==> src/hw/alu_slice_map.vh <==
// operation codes, flag positions and reset values for the alu slice
`ifndef ALU_SLICE_MAP_VH
`define ALU_SLICE_MAP_VH
// operation select codes
`define OP_NOP        4'h0
`define OP_SUB_REG    4'h1
`define OP_SUB_MEM    4'h2
`define OP_SUB_IMM    4'h3
`define OP_SWAP_MEM   4'h4
`define OP_SWAP_REG   4'h5
`define OP_SKIP_ZERO  4'h6
`define OP_COPY_SKIP  4'h7
`define OP_BIT_SKIP   4'h8
`define OP_TABLE_READ 4'h9
`define OP_TABLE_LAST 4'hA
`define OP_XOR_REG    4'hB
`define OP_XOR_MEM    4'hC
`define OP_XOR_IMM    4'hD
// flag bit positions in the status byte
`define FLAG_CARRY    0
`define FLAG_HALF     1
`define FLAG_ZERO     2
`define FLAG_OVERFLOW 3
// reset values
`define WORK_RESET    8'h00
`define FLAGS_RESET   4'h0
`define LATCH_RESET   8'h00
`endif

==> src/hw/alu_slice.v <==
// execution slice: subtract, nibble swap, zero skips, table reads, exclusive-or
// Function
// RQ1: subtract clears carry on negative difference, sets it on zero or positive.
// RQ2: subtract-to-memory writes working register minus operand to memory, sets four flags.
// RQ3: subtract-immediate puts working register minus constant in working register.
// RQ4: nibble swap exchanges memory nibbles in place, flags unchanged.
// RQ5: swap-to-register puts swapped byte in working register, memory and flags untouched.
// RQ6: byte skip-if-zero skips next instruction when memory byte is zero.
// RQ7: a taken skip adds one dummy cycle, two instruction cycles total.
// RQ8: copy-and-skip loads byte to working register, skips if zero.
// RQ9: bit skip skips next instruction when selected bit is zero.
// RQ10: table read fetches word at high and low pointer; low to memory, high to latch.
// RQ11: last-page table read uses last page and low pointer only.
// RQ12: register exclusive-or into working register, zero flag only.
// RQ13: exclusive-or-to-memory writes result to memory, zero flag only.
// RQ14: immediate exclusive-or into working register, zero flag only.
// RQ15: register subtract keeps difference in working register, sets four flags.
// RQ16: other operations take one cycle, table reads two; unnamed flags hold their values.
`include "alu_slice_map.vh"
`default_nettype none
module alu_slice #(
  parameter PROG_ADDR_W = 10, // program memory address width
  parameter HAS_HIGH_PTR = 1  // 1 when a high table pointer exists
) (
  // clock and reset
  input  wire                   mclk,
  input  wire                   reset,
  // instruction issue
  input  wire                   op_valid,
  input  wire [3:0]             op_code,
  input  wire [7:0]             immediate,
  input  wire [2:0]             bit_select,
  input  wire [7:0]             mem_operand,
  input  wire [7:0]             table_pointer_low,
  input  wire [7:0]             table_pointer_high,
  // program memory read port, word valid in the same cycle as the address
  input  wire [13:0]            prog_word,
  output reg  [PROG_ADDR_W-1:0] prog_addr,
  output reg                    prog_rd,
  // results
  output reg  [7:0]             working_register,
  output reg  [7:0]             mem_wdata,
  output reg                    mem_we,
  output reg  [7:0]             table_high_byte_latch,
  output reg                    overflow_flag,
  output reg                    zero_flag,
  output reg                    half_carry_flag,
  output reg                    carry_flag,
  output reg                    skip_next,
  output reg                    busy
);

  localparam ST_IDLE  = 3'b001;
  localparam ST_DUMMY = 3'b010;
  localparam ST_TABLE = 3'b100;

  reg [2:0] state_reg;
  reg [2:0] state_next;

  // difference with flags packed as {overflow, half carry, carry, difference}
  function [10:0] subtract;
    input [7:0] a;
    input [7:0] b;
    reg   [8:0] full;
    reg   [4:0] low;
    begin
      full = {1'b0, a} - {1'b0, b};
      low  = {1'b0, a[3:0]} - {1'b0, b[3:0]};
      subtract = {(a[7] ^ b[7]) & (a[7] ^ full[7]), ~low[4], ~full[8], full[7:0]};
    end
  endfunction

  // nibble exchange
  function [7:0] swap_nibbles;
    input [7:0] v;
    begin
      swap_nibbles = {v[3:0], v[7:4]};
    end
  endfunction

  reg [10:0] sub_res;
  reg [7:0]  xor_res;
  wire       accept = op_valid & (state_reg == ST_IDLE);

  // operand selection for subtract and exclusive-or
  always @* begin
    if (op_code == `OP_SUB_IMM) begin
      sub_res = subtract(working_register, immediate);
    end else begin
      sub_res = subtract(working_register, mem_operand);
    end
    if (op_code == `OP_XOR_IMM) begin
      xor_res = working_register ^ immediate;
    end else begin
      xor_res = working_register ^ mem_operand;
    end
  end

  // skip decision for the three skip forms
  reg take_skip;
  always @* begin
    case (op_code)
      `OP_SKIP_ZERO: take_skip = (mem_operand == 8'h00);      // see RQ6
      `OP_COPY_SKIP: take_skip = (mem_operand == 8'h00);      // see RQ8
      `OP_BIT_SKIP:  take_skip = ~mem_operand[bit_select];    // see RQ9
      default:       take_skip = 1'b0;
    endcase
  end

  // sequencing: dummy cycle after a taken skip, wait for table word
  always @* begin
    state_next = state_reg;
    case (state_reg)
      ST_IDLE: begin
        if (accept && take_skip) begin
          state_next = ST_DUMMY;                              // see RQ7
        end else if (accept && (op_code == `OP_TABLE_READ || op_code == `OP_TABLE_LAST)) begin
          state_next = ST_TABLE;
        end
      end
      ST_DUMMY: state_next = ST_IDLE;
      ST_TABLE: state_next = ST_IDLE;
      default:  state_next = ST_IDLE;
    endcase
  end

  // table word address: current pointers or last page
  reg [PROG_ADDR_W-1:0] table_addr;
  always @* begin
    if (op_code == `OP_TABLE_LAST) begin
      table_addr = {{(PROG_ADDR_W-8){1'b1}}, table_pointer_low};          // see RQ11
    end else if (HAS_HIGH_PTR != 0) begin
      table_addr = {table_pointer_high[PROG_ADDR_W-9:0], table_pointer_low}; // see RQ10
    end else begin
      table_addr = {{(PROG_ADDR_W-8){1'b0}}, table_pointer_low};         // see RQ10
    end
  end

  // state and datapath registers
  always @(posedge mclk or posedge reset) begin
    if (reset) begin
      state_reg             <= ST_IDLE;
      working_register      <= `WORK_RESET;
      mem_wdata             <= 8'h00;
      mem_we                <= 1'b0;
      table_high_byte_latch <= `LATCH_RESET;
      overflow_flag         <= 1'b0;
      zero_flag             <= 1'b0;
      half_carry_flag       <= 1'b0;
      carry_flag            <= 1'b0;
      skip_next             <= 1'b0;
      busy                  <= 1'b0;
      prog_addr             <= {PROG_ADDR_W{1'b0}};
      prog_rd               <= 1'b0;
    end else begin
      state_reg <= state_next;
      mem_we    <= 1'b0;                                       // see RQ16
      prog_rd   <= 1'b0;
      skip_next <= 1'b0;
      busy      <= (state_next != ST_IDLE);
      if (state_reg == ST_TABLE) begin
        mem_wdata             <= prog_word[7:0];               // see RQ10
        mem_we                <= 1'b1;
        table_high_byte_latch <= {2'b00, prog_word[13:8]};     // see RQ10
      end else if (accept) begin
        case (op_code)
          `OP_SUB_REG, `OP_SUB_IMM, `OP_SUB_MEM: begin
            if (op_code == `OP_SUB_MEM) begin
              mem_wdata <= sub_res[7:0];                       // see RQ2
              mem_we    <= 1'b1;
            end else begin
              working_register <= sub_res[7:0];                // see RQ3 see RQ15
            end
            carry_flag      <= sub_res[8];                     // see RQ1
            half_carry_flag <= sub_res[9];
            overflow_flag   <= sub_res[10];
            zero_flag       <= (sub_res[7:0] == 8'h00);
          end
          `OP_SWAP_MEM: begin
            mem_wdata <= swap_nibbles(mem_operand);            // see RQ4
            mem_we    <= 1'b1;
          end
          `OP_SWAP_REG: working_register <= swap_nibbles(mem_operand); // see RQ5
          `OP_SKIP_ZERO, `OP_BIT_SKIP: skip_next <= take_skip; // see RQ6 see RQ9
          `OP_COPY_SKIP: begin
            working_register <= mem_operand;                   // see RQ8
            skip_next        <= take_skip;
          end
          `OP_TABLE_READ, `OP_TABLE_LAST: begin
            prog_addr <= table_addr;
            prog_rd   <= 1'b1;
          end
          `OP_XOR_REG, `OP_XOR_IMM: begin
            working_register <= xor_res;                       // see RQ12 see RQ14
            zero_flag        <= (xor_res == 8'h00);
          end
          `OP_XOR_MEM: begin
            mem_wdata <= xor_res;                              // see RQ13
            mem_we    <= 1'b1;
            zero_flag <= (xor_res == 8'h00);
          end
          default: mem_we <= 1'b0;
        endcase
      end
    end
  end

endmodule // alu_slice
`default_nettype wire

==> config.mk <==
export PLATFORM = sky130hd
export DESIGN_NAME = alu_slice
export DESIGN_NICKNAME = d
export VERILOG_FILES = /design/src/hw/alu_slice.v
export VERILOG_INCLUDE_DIRS = /design/src /design/src/hw
export SDC_FILE = /design/constraint.sdc
export NUM_CORES = 1
export LEC_CHECK = 0
export ABC_CLOCK_PERIOD_IN_PS = 2450
export BUFFER_PORTS_ARGS = -buffer_cell sky130_fd_sc_hd__buf_4
export CAP_MARGIN = 10
export CORE_ASPECT_RATIO = 1.75
export CORE_MARGIN = 4
export CORE_UTILIZATION = 45
export CTS_BUF_LIST = sky130_fd_sc_hd__clkbuf_8
export DETAILED_ROUTE_END_ITERATION = 10
export GPL_TIMING_DRIVEN = 1
export HOLD_SLACK_MARGIN = 0.06
export PLACE_DENSITY_LB_ADDON = 0.1
export RECOVER_POWER = 25
export SLEW_MARGIN = 30
export SYNTH_ARGS = -nofsm -noshare
export SYNTH_HDL_FRONTEND = slang
export SYNTH_SLANG_ARGS = --single-unit
==> constraint.sdc <==
create_clock -name mclk -period 2.45 [get_ports mclk]
set_input_delay 0.245 -clock mclk [delete_from_list [all_inputs] [get_ports mclk]]
set_output_delay 0.245 -clock mclk [all_outputs]
set_load 0.03 [all_outputs]
==> results.cfg <==
[yosys]
synth-seq-cells = 43
syn_area_mm2 = 0.00337
synthArstFlopShare_pct = 100
synth_cells = 421
synth_flop_cell = dfrtp_1
yosys_warnings = 0
netlist_top_cells_area = dfrtp_1, nand2_1, ha_1
yosysSeqAreaShare_pct = 32.0
synth_top_area_cell = dfrtp_1
syn_avg_cell_area_um2 = 8.00
synth-edff-count = 0
netlist.area_leader.share_pct = 31.2
synth.distinct_cells = 60

[timing]
min_period_ns = 2.53
setup-tns-final_ns = -0.0751
finalHoldViolCount = 0
setup_viol_count_final = 1
worstMarginPinSlew_ns = 0.740
drv_slew = 0
maxSlewHeadroom_pct = 50.6
skew_ns = 0.00796
whs_ns = 0.126
max_freq_mhz = 396
finalCritPeriodShare_pct = 103
rsz0062_at_grt = true
setup_ws_ns = -0.0751

[power]
ir_worst_vdd_mv = 0.589
total_power_w = 0.00478
p_leak_nw = 2.12
power_per_cell_area_mw_per_mm2 = 1070

[global_routing]
grt_max_degree = 25
grt_pass1_vias = 3645
overflow = 0
grt_antenna_before_repair = 0
grtUsageTotal_pct = 25.1
grt_pass1_wl_mm = 17.3

[final_layout]
final_layout_size_suffix_gt1_share_pct = 27.9
nFillCells = 681
area_growth_pct = 33.1
layout_top_registers = prog_addr (10), mem_wdata (8), working_register (8)
final_common_cell = buf_4
largest_register_ffs = 10
regMostFlops = prog_addr
nets = 603
layout_common_cells = buf_4, nand2_1, dfrtp_1
antenna-diode-count = 0
finish.instance_area_mm2 = 0.00448

[die]
die_x_um = 73.4
die_area_mm2 = 0.00899
std_cell_rows = 41
core_area_mm2 = 0.00723
dieHeight_um = 122
num_io_pins = 98
initial_core_util_pct = 46.6

[clock_network]
htree_levels = 2
cts_inserted_buffers = 5
path_clk_slew_ns = 0.09
clockBufferDepth = 2
cts_tree = built
cts_root_buf = clkbuf_8
clk_latency_ns = 0.31
clock-sinks = 43

[placed_design]
place_ws_ns = -0.0511
globalplace.congestion = 0.976
io_buffers = 89
placedInstanceArea_mm2 = 0.00424
dp.final_hpwl_mm = 8.59

[routing]
drt_iter0_markers = 248
ant_nets = 0
vias = 3500
drc = 0
routedWlPerCell_um = 17.3
first_pass_iters = 5
wl_mm = 10.7
vias_per_cell = 5.68

[worst_hold_path]
hp-class = in2reg

[outcome]
violations = setup timing
status = finished, violations left

[setup_path]
critPathKind = reg2reg
critPathArrivalTime_ns = 2.70
end_kind = flip-flop
cp_max_fo = 3
crit_path_start_kind = flip-flop
crit_required_ns = 2.63

[run]
drv_cap = 0
final timing paths:
check                                          from                  endpoint  slack (ns)  cells past startpoint
min reg2reg                table_high_byte_latch[0]  table_high_byte_latch[0]        0.48                      2
min                            table_pointer_low[4]              prog_addr[4]        0.13                      3
max                             working_register[0]       working_register[6]       -0.08                     11
max reg2reg                     working_register[0]       working_register[6]       -0.08                     11
min in group asynchronous                     reset              prog_addr[9]        0.61                      3
max in group asynchronous                     reset  table_high_byte_latch[3]        1.02                      4
metrics by stage:
stage / cells / utilization (%)
global placement: 604 / 58.6
detailed placement: 604 / 58.6
floorplan: 422 / -
finish: 616 / 62.0
CTS: 613 / 60.5
global route: 616 / 62.0
layout make-up:
cell class	count	area (um2)	share of cell area [%]
Clock inverter	3	37.5	0.837
Sequential cell	43	1080	24.1
Multi-Input combinational cell	335	2230	49.8
Tap cell	86	108	2.40
Timing Repair Buffer	121	870	19.4
Inverter	23	88.8	1.98
Clock buffer	5	68.8	1.53
worst max-delay path: stages, from the launching register on:
cell and delay [ns]:
dfrtp_2 0.39, inv_4 0.05, ha_4 0.16, fa_2 0.41
nand2b_4 0.15, o2bb2ai_2 0.14, nand2b_4 0.16, a31oi_2 0.16
o211ai_1 0.11, buf_4 0.18, a222oi_1 0.35, o21ai_1 0.13
logic make-up after synthesis:
logic type | share of synthesized area, %
AND/OR/NAND/NOR | 24.5
AO/OA/AOI/OAI | 19.5
buffers and inverters | 6.09
flip-flops | 32.0
adder cells (fa/ha/maj) | 7.13
multiplexers | 6.57
XOR/XNOR | 4.16
other | 0.111
power breakdown:
part	internal, W	leakage, nW	switching (W)	total (W)
registers	0.000921	0.515	0.000162	0.00108
logic	0.00136	1.55	0.00179	0.00315
clock network	0.000297	0.0607	0.000250	0.000547
total	0.00257	2.12	0.00220	0.00478
synth_stat cells (all sizes together), types with 6 or more instances:
master and instances:
a21oi 16, a22oi 6, buf 9, clkbuf 12, dfrtp 42, ha 16, inv 22, mux2i 13
nand2 87, nand2b 9, nor2 35, nor2b 6, nor3 10, o21ai 37, o22ai 6, xnor2 12
what timing repair did:
action	CTS	global route
hold buffers	1	0
hold endpoints to repair	18	0
gates resized for setup	7	24
pin swaps	3	11
setup buffers	0	3
setup endpoints to repair	5	9
per-layer routing:
metal  wire [um]  global-route usage (%)
met1        3770                    26.8
met2        5800                    44.7
met3         571                    4.18
met4         525                    15.2
met5           0                       0
Note: power is estimated with default switching activity, not from simulation.
